[src/design/dera_map.svh]
`ifndef DERA_MAP_SVH
`define DERA_MAP_SVH
`define DERA_ADDR_DMA0_SEL01 16'h1c1a
`define DERA_ADDR_DMA0_SEL23 16'h1c1b
`define DERA_ADDR_DMA1_SEL01 16'h1c1c
`define DERA_ADDR_DMA1_SEL23 16'h1c1d
`define DERA_ADDR_FLAGS 16'h1c30
`define DERA_ADDR_ENABLES 16'h1c31
`define DERA_ADDR_DMA2_SEL01 16'h1c36
`define DERA_ADDR_DMA2_SEL23 16'h1c37
`define DERA_ADDR_DMA3_SEL01 16'h1c38
`define DERA_ADDR_DMA3_SEL23 16'h1c39
`define DERA_SEL_LO_LSB 0
`define DERA_SEL_HI_LSB 8
`define DERA_SEL_RESET 4'h0
`define DERA_REG_RESET 16'h0000
`define DERA_CODE_SRC1 4'h1
`define DERA_CODE_SRC2 4'h2
`define DERA_CODE_SRC3 4'h3
`define DERA_CODE_SRC4 4'h4
`define DERA_CODE_SRC5 4'h5
`define DERA_CODE_SRC6 4'h6
`define DERA_CODE_SRC7 4'h7
`define DERA_CODE_SRC8 4'h8
`define DERA_CODE_TIMER0 4'hc
`define DERA_CODE_TIMER1 4'hd
`define DERA_CODE_TIMER2 4'he
`endif

[src/design/dera_pkg.sv]
package dera_pkg;
    typedef logic [3:0] dera_sel_type;
    typedef logic [15:0] dera_word_type;
    // Peripheral event bits presented to the router
    typedef enum logic [19:0] {
        DERA_EV_ASP_A_TX = 20'h00001,
        DERA_EV_ASP_A_RX = 20'h00002,
        DERA_EV_ASP_B_TX = 20'h00004,
        DERA_EV_ASP_B_RX = 20'h00008,
        DERA_EV_ASP_C_TX = 20'h00010,
        DERA_EV_ASP_C_RX = 20'h00020,
        DERA_EV_ASP_D_TX = 20'h00040,
        DERA_EV_ASP_D_RX = 20'h00080,
        DERA_EV_CARD_A_TX = 20'h00100,
        DERA_EV_CARD_A_RX = 20'h00200,
        DERA_EV_CARD_B_TX = 20'h00400,
        DERA_EV_CARD_B_RX = 20'h00800,
        DERA_EV_UART_TX = 20'h01000,
        DERA_EV_UART_RX = 20'h02000,
        DERA_EV_I2C_TX = 20'h04000,
        DERA_EV_I2C_RX = 20'h08000,
        DERA_EV_CONVERTER = 20'h10000,
        DERA_EV_TIMER0 = 20'h20000,
        DERA_EV_TIMER1 = 20'h40000,
        DERA_EV_TIMER2 = 20'h80000
    } dera_event_type;
endpackage

[src/design/dera_event_route_irq.sv]
// What this block does
// - Twenty event sources; every channel picks its own source independently.
// - Each controller has a low-pair and a high-pair event select register.
// - Low pair: channel 0 in bits 3:0, channel 1 in 11:8, rest zero.
// - Routed event paces a channel only while its pacing bit is one.
// - Several channels may select and share the same event.
// - Codes c, d, e route timers 0, 1, 2 on every controller.
// - Codes 0, 9 to b and f route nothing.
// - Controller 0: serial port a, then card interfaces a and b.
// - Controller 1: serial port c at 1,2; UART at 5,6.
// - Controller 2: I2C at 1,2; converter at 3; serial port d at 4,5.
// - Controller 3: serial port b at 1,2; codes 3 to 8 reserved.
// - Completed block with its enable set requests a CPU interrupt.
// - All sixteen channel interrupts merge into one line.
// - Completion sets a held flag; writing one clears, zero leaves it.
// - Flag bit four times controller plus channel; one means complete.
// - Enable register uses the flag mapping; resets to zero.
// - High pair: channel 2 in bits 3:0, channel 3 in 11:8, rest zero.
`timescale 1ns/1ps
`default_nettype none
`include "dera_map.svh"

module dera_event_route_irq #(
    parameter int NUM_CTRL = 4,
    parameter int NUM_CHAN = 4
) (
    // Clock and reset
    input wire logic mclk,
    input wire logic reset_n,
    // Register port, 16-bit word addressed I/O space
    input wire logic [15:0] io_addr,
    input wire logic io_wr,
    input wire logic io_rd,
    input wire logic [15:0] io_wdata,
    output logic [15:0] io_rdata,
    // Peripheral and timer events, one bit per source
    input wire logic [19:0] periph_events,
    // Per-channel pacing bit and completion pulse from the controllers
    input wire logic [15:0] event_pacing_on,
    input wire logic [15:0] channel_done,
    // Paced sync event per channel and aggregated interrupt
    output logic [15:0] channel_sync_event,
    output logic dma_irq
);

    if (NUM_CTRL != 4 || NUM_CHAN != 4)
    begin : g_size_check
        $error("dera_event_route_irq serves exactly four controllers of four channels");
    end

    logic rst_meta;
    logic rst_n;
    logic [19:0] ev_meta;
    logic [19:0] ev_sync;
    dera_pkg::dera_sel_type chan_sel [16];
    dera_pkg::dera_word_type dma_completion_flags;
    dera_pkg::dera_word_type dma_completion_irq_enables;
    logic [15:0] next_sync;
    logic [15:0] next_rdata;
    logic [4:0] sel_dec;

    // Reset release through two stages
    always_ff @(posedge mclk or negedge reset_n)
    begin
        if (!reset_n)
        begin
            rst_meta <= 1'b0;
            rst_n <= 1'b0;
        end
        else
        begin
            rst_meta <= 1'b1;
            rst_n <= rst_meta;
        end
    end

    // Event pins come from other domains
    always_ff @(posedge mclk or negedge rst_n)
    begin
        if (!rst_n)
        begin
            ev_meta <= 20'h00000;
            ev_sync <= 20'h00000;
        end
        else
        begin
            ev_meta <= periph_events;
            ev_sync <= ev_meta;
        end
    end

    // Source table per controller; unlisted codes route nothing
    function automatic logic route(input logic [1:0] ctrl, input dera_pkg::dera_sel_type code,
                                   input logic [19:0] ev);
        logic r;
        r = 1'b0;
        case (code)
            `DERA_CODE_TIMER0: r = ev[17];
            `DERA_CODE_TIMER1: r = ev[18];
            `DERA_CODE_TIMER2: r = ev[19];
            default:
            begin
                case (ctrl)
                    2'h0:
                    begin
                        case (code)
                            `DERA_CODE_SRC1: r = ev[0];
                            `DERA_CODE_SRC2: r = ev[1];
                            `DERA_CODE_SRC5: r = ev[8];
                            `DERA_CODE_SRC6: r = ev[9];
                            `DERA_CODE_SRC7: r = ev[10];
                            `DERA_CODE_SRC8: r = ev[11];
                            default: r = 1'b0;
                        endcase
                    end
                    2'h1:
                    begin
                        case (code)
                            `DERA_CODE_SRC1: r = ev[4];
                            `DERA_CODE_SRC2: r = ev[5];
                            `DERA_CODE_SRC5: r = ev[12];
                            `DERA_CODE_SRC6: r = ev[13];
                            default: r = 1'b0;
                        endcase
                    end
                    2'h2:
                    begin
                        case (code)
                            `DERA_CODE_SRC1: r = ev[14];
                            `DERA_CODE_SRC2: r = ev[15];
                            `DERA_CODE_SRC3: r = ev[16];
                            `DERA_CODE_SRC4: r = ev[6];
                            `DERA_CODE_SRC5: r = ev[7];
                            default: r = 1'b0;
                        endcase
                    end
                    default:
                    begin
                        case (code)
                            `DERA_CODE_SRC1: r = ev[2];
                            `DERA_CODE_SRC2: r = ev[3];
                            default: r = 1'b0;
                        endcase
                    end
                endcase
            end
        endcase
        return r;
    endfunction

    // Each channel looks up its own select independently
    always_comb
    begin
        next_sync = 16'h0000;
        for (int i = 0; i < 16; i++)
            next_sync[i] = event_pacing_on[i]
                && route(2'(i / 4), chan_sel[i], ev_sync);
    end

    always_ff @(posedge mclk or negedge rst_n)
    begin
        if (!rst_n)
            channel_sync_event <= 16'h0000;
        else
            channel_sync_event <= next_sync;
    end

    // Select register writes: low pair holds channels 0,1; high pair 2,3
    function automatic logic [4:0] sel_decode(input logic [15:0] a);
        logic [4:0] d;
        d = 5'h00;
        case (a)
            `DERA_ADDR_DMA0_SEL01: d = 5'h10;
            `DERA_ADDR_DMA0_SEL23: d = 5'h11;
            `DERA_ADDR_DMA1_SEL01: d = 5'h12;
            `DERA_ADDR_DMA1_SEL23: d = 5'h13;
            `DERA_ADDR_DMA2_SEL01: d = 5'h14;
            `DERA_ADDR_DMA2_SEL23: d = 5'h15;
            `DERA_ADDR_DMA3_SEL01: d = 5'h16;
            `DERA_ADDR_DMA3_SEL23: d = 5'h17;
            default: d = 5'h00;
        endcase
        return d;
    endfunction

    assign sel_dec = sel_decode(io_addr);

    always_ff @(posedge mclk or negedge rst_n)
    begin
        if (!rst_n)
        begin
            for (int i = 0; i < 16; i++)
                chan_sel[i] <= `DERA_SEL_RESET;
        end
        else if (io_wr && sel_dec[4])
        begin
            // Index of register: controller*2 + pair; channel base = index*2
            chan_sel[{sel_dec[2:0], 1'b0}] <=
                io_wdata[`DERA_SEL_LO_LSB +: 4];
            chan_sel[{sel_dec[2:0], 1'b1}] <=
                io_wdata[`DERA_SEL_HI_LSB +: 4];
        end
    end

    // Flags: set wins over write-one-clear
    always_ff @(posedge mclk or negedge rst_n)
    begin
        if (!rst_n)
            dma_completion_flags <= `DERA_REG_RESET;
        else if (io_wr && io_addr == `DERA_ADDR_FLAGS)
            dma_completion_flags <= (dma_completion_flags & ~io_wdata)
                | channel_done;
        else
            dma_completion_flags <= dma_completion_flags | channel_done;
    end

    always_ff @(posedge mclk or negedge rst_n)
    begin
        if (!rst_n)
            dma_completion_irq_enables <= `DERA_REG_RESET;
        else if (io_wr && io_addr == `DERA_ADDR_ENABLES)
            dma_completion_irq_enables <= io_wdata;
    end

    always_ff @(posedge mclk or negedge rst_n)
    begin
        if (!rst_n)
            dma_irq <= 1'b0;
        else
            dma_irq <= |(dma_completion_flags & dma_completion_irq_enables);
    end

    // Read data; reserved bits and unmapped addresses read zero
    always_comb
    begin
        next_rdata = 16'h0000;
        if (io_addr == `DERA_ADDR_FLAGS)
            next_rdata = dma_completion_flags;
        else if (io_addr == `DERA_ADDR_ENABLES)
            next_rdata = dma_completion_irq_enables;
        else if (sel_dec[4])
        begin
            next_rdata[`DERA_SEL_LO_LSB +: 4] = chan_sel[{sel_dec[2:0], 1'b0}];
            next_rdata[`DERA_SEL_HI_LSB +: 4] = chan_sel[{sel_dec[2:0], 1'b1}];
        end
    end

    always_ff @(posedge mclk or negedge rst_n)
    begin
        if (!rst_n)
            io_rdata <= 16'h0000;
        else if (io_rd)
            io_rdata <= next_rdata;
    end

    // Checks
    a_flag_sets_on_done: assert property (@(posedge mclk) disable iff (!rst_n)
        channel_done[0] |=> dma_completion_flags[0])
        else $error("flag 0 not set after completion");
    a_clear_collision_keeps: assert property (@(posedge mclk) disable iff (!rst_n)
        (io_wr && io_addr == `DERA_ADDR_FLAGS && io_wdata[5] && channel_done[5])
        |=> dma_completion_flags[5])
        else $error("completion lost in clear collision");
    a_clear_one_works: assert property (@(posedge mclk) disable iff (!rst_n)
        (io_wr && io_addr == `DERA_ADDR_FLAGS && io_wdata[3] && !channel_done[3])
        |=> !dma_completion_flags[3])
        else $error("write one did not clear flag");
    a_write_zero_holds: assert property (@(posedge mclk) disable iff (!rst_n)
        (io_wr && io_addr == `DERA_ADDR_FLAGS && !io_wdata[9] && dma_completion_flags[9])
        |=> dma_completion_flags[9])
        else $error("write zero changed flag");
    a_irq_follows_pair: assert property (@(posedge mclk) disable iff (!rst_n)
        ##1 dma_irq == $past(|(dma_completion_flags & dma_completion_irq_enables)))
        else $error("interrupt does not match flags and enables");
    a_irq_masked_off: assert property (@(posedge mclk) disable iff (!rst_n)
        (dma_completion_irq_enables == 16'h0000)[*2] |-> !dma_irq)
        else $error("interrupt with all enables clear");
    a_sync_needs_pacing: assert property (@(posedge mclk) disable iff (!rst_n)
        !event_pacing_on[6] |=> !channel_sync_event[6])
        else $error("sync event without pacing");
    a_timer_route: assert property (@(posedge mclk) disable iff (!rst_n)
        (event_pacing_on[10] && chan_sel[10] == `DERA_CODE_TIMER1 && ev_sync[18])
        |=> channel_sync_event[10])
        else $error("timer 1 not routed");
    a_reserved_silent: assert property (@(posedge mclk) disable iff (!rst_n)
        (chan_sel[1] == 4'hf || chan_sel[1] == 4'h0) |=> !channel_sync_event[1])
        else $error("reserved code routed an event");
    a_sel_readback: assert property (@(posedge mclk) disable iff (!rst_n)
        (io_rd && io_addr == `DERA_ADDR_DMA1_SEL23) |=> io_rdata[15:12] == 4'h0
        && io_rdata[7:4] == 4'h0)
        else $error("reserved select bits not zero");
    a_irq_on_pair: assert property (@(posedge mclk) disable iff (!rst_n)
        (|(dma_completion_flags & dma_completion_irq_enables)) |=> dma_irq)
        else $error("enabled completion raised no interrupt");
    a_sel_write_lands: assert property (@(posedge mclk) disable iff (!rst_n)
        (io_wr && io_addr == `DERA_ADDR_DMA2_SEL01)
        |=> chan_sel[9] == $past(io_wdata[`DERA_SEL_HI_LSB +: 4]))
        else $error("select write missed its channel");

endmodule // dera_event_route_irq
`default_nettype wire

[config.mk]
export PLATFORM = sky130hd
export DESIGN_NAME = dera_event_route_irq
export DESIGN_NICKNAME = d
export VERILOG_FILES = /design/src/design/dera_pkg.sv /design/src/design/dera_event_route_irq.sv
export VERILOG_INCLUDE_DIRS = /design/src /design/src/design
export SDC_FILE = /design/constraint.sdc
export NUM_CORES = 1
export LEC_CHECK = 0
export BUFFER_PORTS_ARGS = -buffer_cell sky130_fd_sc_hd__buf_4
export CORE_MARGIN = 2
export CORE_UTILIZATION = 52
export DETAILED_ROUTE_END_ITERATION = 16
export PLACE_DENSITY = 0.8
export SETUP_SLACK_MARGIN = 0.3
export SLEW_MARGIN = 20
export SYNTH_ARGS = -nofsm -noshare
export SYNTH_HDL_FRONTEND = slang
export SYNTH_SLANG_ARGS = --single-unit
export TNS_END_PERCENT = 20
[constraint.sdc]
create_clock -name mclk -period 5.5 [get_ports mclk]
set_input_delay 1.1 -clock mclk [delete_from_list [all_inputs] [get_ports mclk]]
set_output_delay 1.1 -clock mclk [all_outputs]
set_load 0.02 [all_outputs]
* After elaboration in Yosys (flattened, before gate mapping)
Index checks and enable logic that the tools add are counted.
** Word-level totals
- Word-level logic and storage cells :: 237
- Register bits after elaboration :: 171
- Bits of input ports :: 88
** Cells by class
- Multiplexer cells :: 53
- Bitwise operators :: 7
- Magnitude comparators :: 4
- Equal/unequal tests :: 126
- Reduce and logical (&&, ||, !) cells :: 22
** Operators with widths (number)
- $eq 4x4->1 const B :: 52
- $eq 16x13->1 const B :: 10
- $bwmux 64 :: 2
- $eq 4x3->1 const B :: 28
- $eq 4x2->1 const B :: 20
- $eq 4x1->1 const B :: 16
- $mux 4 :: 12
- $pmux 1 s3 :: 16
- $pmux 5 s8 :: 1
- $and 16x16->16 :: 2
- $bmux 4 s4 :: 2
- $demux 4 s4 :: 2
- $mux 16 :: 2
- $or 16x16->16 :: 2
- $pmux 1 s6 :: 4
- $logic_and 1x1->1 :: 21
- $pmux 1 s5 :: 4
- $not 16->16 :: 1
- $pmux 1 s4 :: 4
- $reduce_or 16->1 :: 1
- $ge 5x5->1 const B :: 2
- $lt 5x1->1 const B :: 2
- $not 4->5 :: 2
- $pmux 1 s2 :: 4

* Depth between registers and ports, before layout
Gate-level depths: netlist of the first run.
- Depth after elaboration :: 9
- Mapped depth :: 8

* Least setup slack after synthesis of the first run
No wires, ideal clock.
- Path kind :: input to register
- Start point :: input port io_addr[13]
- End point :: register chan_sel[56] in the netlist's numbering
- Required time :: 5.375 ns
- Arrival :: 2.643 ns
- Setup slack :: 2.732 ns
- Stages :: 6
- Path through :: nor4b_4 and3_2 nand3b_1 buf_6 a211oi_4 mux2_2
** Between the ends
- Cells in the longest elaborated chain, start to end :: 9
** RTL lines
- start, declared :: line dera_event_route_irq.sv:31 : input wire logic [15:0] io_addr,
- $eq 16x13->1 :: line dera_event_route_irq.sv:172 : case (a)
- $pmux 5 s8 * :: line dera_event_route_irq.sv:172
- $not 4->5 :: line dera_event_route_irq.sv:198 : chan_sel[{sel_dec[2:0], 1'b0}] <=
- $ge 5x5->1 or $lt 5x1->1 (tied branches) :: line dera_event_route_irq.sv:198
- $logic_and 1x1->1 :: line dera_event_route_irq.sv:198
- $mux 4 :: line dera_event_route_irq.sv:198
- $demux 4 s4 :: line dera_event_route_irq.sv:198
- $bwmux 64 :: line dera_event_route_irq.sv:198
- $bwmux 64 :: line dera_event_route_irq.sv:200 : chan_sel[{sel_dec[2:0], 1'b1}] <=
- end signal, assigned by index :: line dera_event_route_irq.sv:193 : chan_sel[i] <= `DERA_SEL_RESET;
- end signal, assigned by index :: line dera_event_route_irq.sv:198
- end signal, assigned by index :: line dera_event_route_irq.sv:200
- end, declared :: line dera_event_route_irq.sv:55 : dera_pkg::dera_sel_type chan_sel [16];
Mark *: on every way between the ends. The rest lies on a longest branch, timed or not.
A chain may end at the register's enable or synchronous reset.

* Worst setup path after layout of the first run
- Start point :: input port io_addr[13]
- End point :: register chan_sel[9] in the netlist's numbering
The elaborated chain is that of the path after synthesis.

==> flow_metrics.tcl, run 1 <==
set metrics [dict create \
    outcome "complete, no violations" \
    synth.most_common_cell "dfrtp_1" \
    h-tree-depth 4 \
    finalNonFillerCells 1001 \
    fmax_mhz 300.0 \
    cpMaxStageDelayCell "or3_1" \
    cts_hold_buf 0 \
    leakage_nw 4.085 \
    min_period_over_period 0.6061 \
    syn_area_um2 8152 \
    irDropWorstVdd_v 0.0002180 \
    portBuffers 120 \
    clock_latency_ns 0.43 \
    row_count 45 \
    drv_cap 0 \
    crit_type "input port to flip-flop" \
    synth.distinct_cells 55 \
    core_um2 15260 \
    cts_tree "built" \
    synth_edf_count 0 \
    tns_ns 0 \
    dr.pass1.iters 5 \
    path_max_fanout 21 \
    grt_usage 0.2629 \
    ant_nets 0 \
    die-area_um2 16690 \
    syn_to_final_growth_pct 16.55 \
    fill_cells 1184 \
    n_antenna_cell 0 \
    num-nets-final 865 \
    first_global_vias 5943 \
    routed_wl_mm 21.02 \
    synth_cells 686 \
    wire_per_inst_um 21.00 \
    clk_pin_slew_ns 0.06 \
    ctsResizeCount 0 \
    syn_avg_cell_area_um2 11.88 \
    hold_viol 0 \
    r2r_setup_slack_ns 3.70 \
    p_total_mw 2.589 \
    layout_min_cycle_time_ns 3.334 \
    synth_area_leaders "dfrtp_1, mux2_2, mux2i_1, a21oi_1, o22ai_1" \
    antenna_found_initial 0 \
    worstPathRequired_ns 5.82 \
    path_buf_inv 1 \
    finalMaxSlewViolations 0 \
    netlist.area_leader.share 0.5249 \
    end_kind "flip-flop" \
    via_per_inst 6.068 \
    grt_pass1_wl_mm 33.02 \
    yosys-top-cells-count "dfrtp_1, mux2_2, a21oi_1, nor2_1" \
    root_buffer "clkbuf_16" \
    hpwlAfterDp_mm 14.60 \
    globalplace.congestion 0.8692 \
    cts_max_path_buffers 2 \
    vias 6074 \
    grt.overflow.total 0 \
    path_cells "buf_4 -> nor4b_4 -> and3_2 -> nand3b_1 -> or3_1 -> mux2_2" \
    rsz0062_at_grt "no" \
    ys_seq_area_frac 0.5249 \
    yosys_warnings 0 \
    cp-start-kind "input port" \
    clock_skew_ns 0.01221 \
    drive_gt1_frac 0.3278 \
    worstPathArrival_ns 3.65 \
    drt_iter0_markers 586 \
    numCtsBuffers 17 \
    async_flop_share 1.000 \
    placed_cells 969 \
    hold_path_class "flip-flop to flip-flop" \
    synth_nets 774 \
    setup_viol 0 \
    tightest_slew_ns 0.8081 \
    cp_top_family "simple AND/OR/NAND/NOR gates" \
    drc 0 \
    grt_max_degree 66 \
    p_per_area_nw_per_um2 272.5 \
    fp.dieW_um 129.2 \
    clock-sinks 171 \
    io_pins 121 \
    synth_top_area_cell "dfrtp_1" \
    synth_seq_cells 171 \
    start_util 0.5342 \
    slew_headroom 0.4612 \
    synthFlopType "dfrtp_1" \
    cts_setup_buffers 0 \
    worst_path_largest_cell_delay_ns 0.68 \
    chipHeight_um 129.2 \
]
-- cells by family after synthesis --
family,after synthesis,synth area share
AO/OA/AOI/OAI,176,0.1447
flip-flops,171,0.5249
other,1,0.0004600
XOR/XNOR,1,0.001075
AND/OR/NAND/NOR,160,0.1177
buffers and inverters,65,0.05510
multiplexers,112,0.1559
-- worst paths after layout --
kind | depth (start not counted) | endpoint | startpoint
max in group asynchronous | 1 | io_rdata[11] | rst_n
max reg2reg | 4 | channel_sync_event[0] | ev_sync[18]
min reg2reg | 0 | ev_sync[14] | ev_meta[14]
min in group asynchronous | 0 | ev_sync[8] | rst_n
min | 0 | ev_sync[14] | ev_meta[14]
max | 6 | chan_sel[9] | io_addr[13]
-- sequential cells by signal, summed over array words and instances (netlist names) --
name / cells
chan_sel: 64
ev_meta: 20
ev_sync: 20
channel_sync_event: 16
dma_completion_flags: 16
dma_completion_irq_enables: 16
io_rdata: 16
dma_irq: 1
rst_meta: 1
rst_n: 1
-- metal layers --
layer,vias to the layer above,track usage,part of all wire
li1,2710,-,-
met3,29,0.05202,0.070
met5,-,0,0
met4,0,0.08440,0.017
met1,3064,0.3809,0.45
met2,271,0.4022,0.47
-- cell type report --
| class | instances | area (um^2) | area share |
|---|---|---|---|
| sequential | 171 | 4283 | 0.4508 |
| multi-input combinational | 450 | 3430 | 0.3610 |
| tap | 211 | 264.0 | 0.02779 |
| clock inverter | 12 | 91.34 | 0.009614 |
| inverter | 14 | 52.55 | 0.005531 |
| clock buffer | 20 | 456.7 | 0.04807 |
| timing repair buffer | 123 | 923.4 | 0.09719 |
-- report_power, final --
group / internal, mW / switching, mW / total [mW]
Sequential: 1.28 / 0.0314 / 1.31
Combinational: 0.0758 / 0.0871 / 0.163
Clock: 0.604 / 0.508 / 1.11
-- cells in the final DEF (no fill, tap or decap), drive strengths merged, types with 13 or more instances in the layout --
cell    instances
mux2i          28
nand2          29
nand3b         18
mux2           80
or3            20
and2           13
a21oi          44
o21ai          28
o22ai          24
dfrtp         171
nor3b          14
a21o           16
buf           123
o22a           16
clkbuf         20
inv            17
nor2           31
-- stage by stage --
step	hold slack (ns)	utilization	cell area, um^2	setup WS [ns]
after floorplan	0.3312	-	8152	0.3824
after global placement	0.3326	0.5867	8952	1.800
after detailed placement	0.3347	0.5867	8952	1.742
after CTS	0.3480	0.6226	9500	2.182
after global routing	0.3533	0.6226	9500	1.988
final	0.3466	0.6226	9500	2.166
-- worst reg2reg max path, cell delays in order (launching register included) --
cell and delay (ns):
dfrtp_1 0.67, mux2i_1 0.25, o21ai_0 0.11, mux4_2 0.49
and2_1 0.17
No activity file was read; power rests on OpenSTA's default activity.
==> run 2, diff against run 1 <==
--- a/config.mk
+++ b/config.mk
@@ -8,9 +8,9 @@
 export LEC_CHECK = 0
 export BUFFER_PORTS_ARGS = -buffer_cell sky130_fd_sc_hd__buf_4
 export CORE_MARGIN = 2
-export CORE_UTILIZATION = 52
+export CORE_UTILIZATION = 57
 export DETAILED_ROUTE_END_ITERATION = 16
-export PLACE_DENSITY = 0.8
+export PLACE_DENSITY = 0.83
 export SETUP_SLACK_MARGIN = 0.3
 export SLEW_MARGIN = 20
 export SYNTH_ARGS = -nofsm -noshare
==> constraint.sdc (replaced) <==
create_clock -name mclk -period 3.45 [get_ports mclk]
set_input_delay 0.69 -clock mclk [delete_from_list [all_inputs] [get_ports mclk]]
set_output_delay 0.69 -clock mclk [all_outputs]
set_load 0.02 [all_outputs]
==> run 2 against run 1 <==
- first-iteration DRC count decreased by 4.6%
- die area shrank 8.5%
- combinational power up 69%
- sequential share of layout area down 0.62 points
- critical endpoint is now io_rdata[9]
- routed wire length fell by 1.4%
==> flow_metrics.tcl, run 2 (synthesized netlist as in run 1, its figures left out) <==
set metrics [dict create \
    placed_cells 942 \
    chipHeight_um 123.6 \
    slew_headroom 0.4421 \
    cp_top_family "simple AND/OR/NAND/NOR gates" \
    worst_path_largest_cell_delay_ns 0.65 \
    fin_hold_ws_ns 0.03733 \
    drc 0 \
    numCtsBuffers 17 \
    finalMaxSlewViolations 0 \
    layout_commonest_cell "dfrtp_1" \
    dpl_cell_area_um2 8956 \
    cts_setup_buffers 0 \
    ctsResizeCount 0 \
    syn_to_final_growth_pct 18.17 \
    globalplace.congestion 0.8532 \
    finalNonFillerCells 974 \
    via_per_inst 6.391 \
    end_kind "flip-flop" \
    cp-start-kind "input port" \
    fill_cells 1009 \
    reg.largest.list "chan_sel: 64 flops, ev_meta: 20 flops, ev_sync: 20 flops" \
    num-nets-final 869 \
    portBuffers 120 \
    worstPathArrival_ns 2.62 \
    path_buf_inv 1 \
    path_max_fanout 16 \
    hold_path_class "input port to asynchronous set/reset pin" \
    routed_wl_mm 20.72 \
    switching_share 0.2116 \
    tns_ns 0 \
    finish.utilization 0.6913 \
    cts_tree "built" \
    root_buffer "clkbuf_16" \
    seqCellArea_um2 4283 \
    cts_hold_buf 0 \
    path_cells "buf_4 -> nor4bb_1 -> nand4_1 -> o22ai_1 -> or3_1 -> a31oi_1" \
    io_pins 121 \
    fmax_mhz 431.7 \
    min_period_over_period 0.6714 \
    n_antenna_cell 0 \
    clock-sinks 171 \
    grt.overflow.total 0 \
    rsz0062_at_grt "no" \
    leakage_nw 4.173 \
    layout_min_cycle_time_ns 2.317 \
    drv_cap 0 \
    cpMaxStageDelayCell "nand4_1" \
    tightest_slew_ns 0.8368 \
    clock_latency_ns 0.43 \
    hold_viol 0 \
    grt_pass1_wl_mm 32.23 \
    first_global_vias 6170 \
    irDropWorstVdd_v 0.0003439 \
    p_per_area_nw_per_um2 469.5 \
    wire_per_inst_um 21.27 \
    start_util 0.5850 \
    fin_area_um2 9633 \
    dr.pass1.iters 5 \
    fp.dieW_um 123.6 \
    drt_iter0_markers 559 \
    grt_usage 0.2829 \
    h-tree-depth 4 \
    r2r_setup_slack_ns 1.57 \
    core_um2 13930 \
    antenna_found_initial 0 \
    die-area_um2 15270 \
    hpwlAfterDp_mm 13.92 \
    cts_max_path_buffers 2 \
    seqPwrFrac 0.460 \
    clk_pin_slew_ns 0.06 \
    setup_viol 0 \
    crit_type "input port to flip-flop" \
    outcome "complete, no violations" \
    p_int_mw 3.565 \
    largest-register "chan_sel" \
    clock_skew_ns 0.006131 \
    p_sw_uw 957.1 \
    power_frac_clock 0.479 \
    ant_nets 0 \
    vias 6225 \
    power_frac_comb 0.061 \
    final_cell_mix "dfrtp_1, buf_4, mux2_2" \
    worstPathRequired_ns 3.76 \
    multi_input_area_um2 3430 \
    largest_reg_flops 64 \
    row_count 43 \
    drive_gt1_frac 0.3287 \
    grt_max_degree 103 \
]
## run 2: cell types whose count changed in the layout (fill, tap and decap cells not counted), sizes merged
cell      previous run  this run
buf                123       127
clkinvlp             5         2
clkbuf              20        22
inv                 17        14
bufinv               0         6
clkinv               4         2
## run 2: metrics by stage
| step | power (mW) | setup WS [ns] |
|---|---|---|
| final | 4.522 | 1.134 |
| after global routing | 4.670 | 1.029 |
| after CTS | 4.551 | 1.181 |
| after detailed placement | 2.390 | 0.7543 |
| after global placement | 2.379 | 0.8106 |
| after floorplan | 2.248 | 0.6234 |
## run 2: area by class of cell
class / count / share of cell area
Inverter: 14 / 0.005455
Clock buffer: 22 / 0.04819
Multi-Input combinational cell: 450 / 0.3560
Timing Repair Buffer: 127 / 0.1003
Tap cell: 180 / 0.02338
Sequential cell: 171 / 0.4446
Clock inverter: 10 / 0.02208
## run 2: power by group through the flow
stage	sequential (mW)	clock, mW	combinational [mW]
after floorplan	2.14	0	0.105
after global placement	2.11	0	0.266
after detailed placement	2.12	0	0.274
after CTS	2.08	2.19	0.276
after global routing	2.08	2.29	0.300
final	2.08	2.17	0.276
## run 2: path summary, 6_finish.rpt
kind / from / endpoint / cells after the start
setup / recovery: io_addr[2] / io_rdata[9] / 6
hold / removal: reset_n / rst_n / 1
setup reg to reg: ev_sync[18] / channel_sync_event[0] / 4
hold reg to reg: ev_meta[10] / ev_sync[10] / 0
max in group asynchronous: rst_n / chan_sel[7] / 1
min in group mclk: ev_meta[10] / ev_sync[10] / 0
## run 2: metal layers
layer | vias up | wire length [um] | track usage | part of all wire
met5 | - | 0 | 0 | 0
met4 | 0 | 505 | 0.1108 | 0.024
met3 | 52 | 1875 | 0.07830 | 0.091
met2 | 308 | 9803 | 0.4440 | 0.47
met1 | 3140 | 8533 | 0.3760 | 0.41
li1 | 2725 | - | - | -
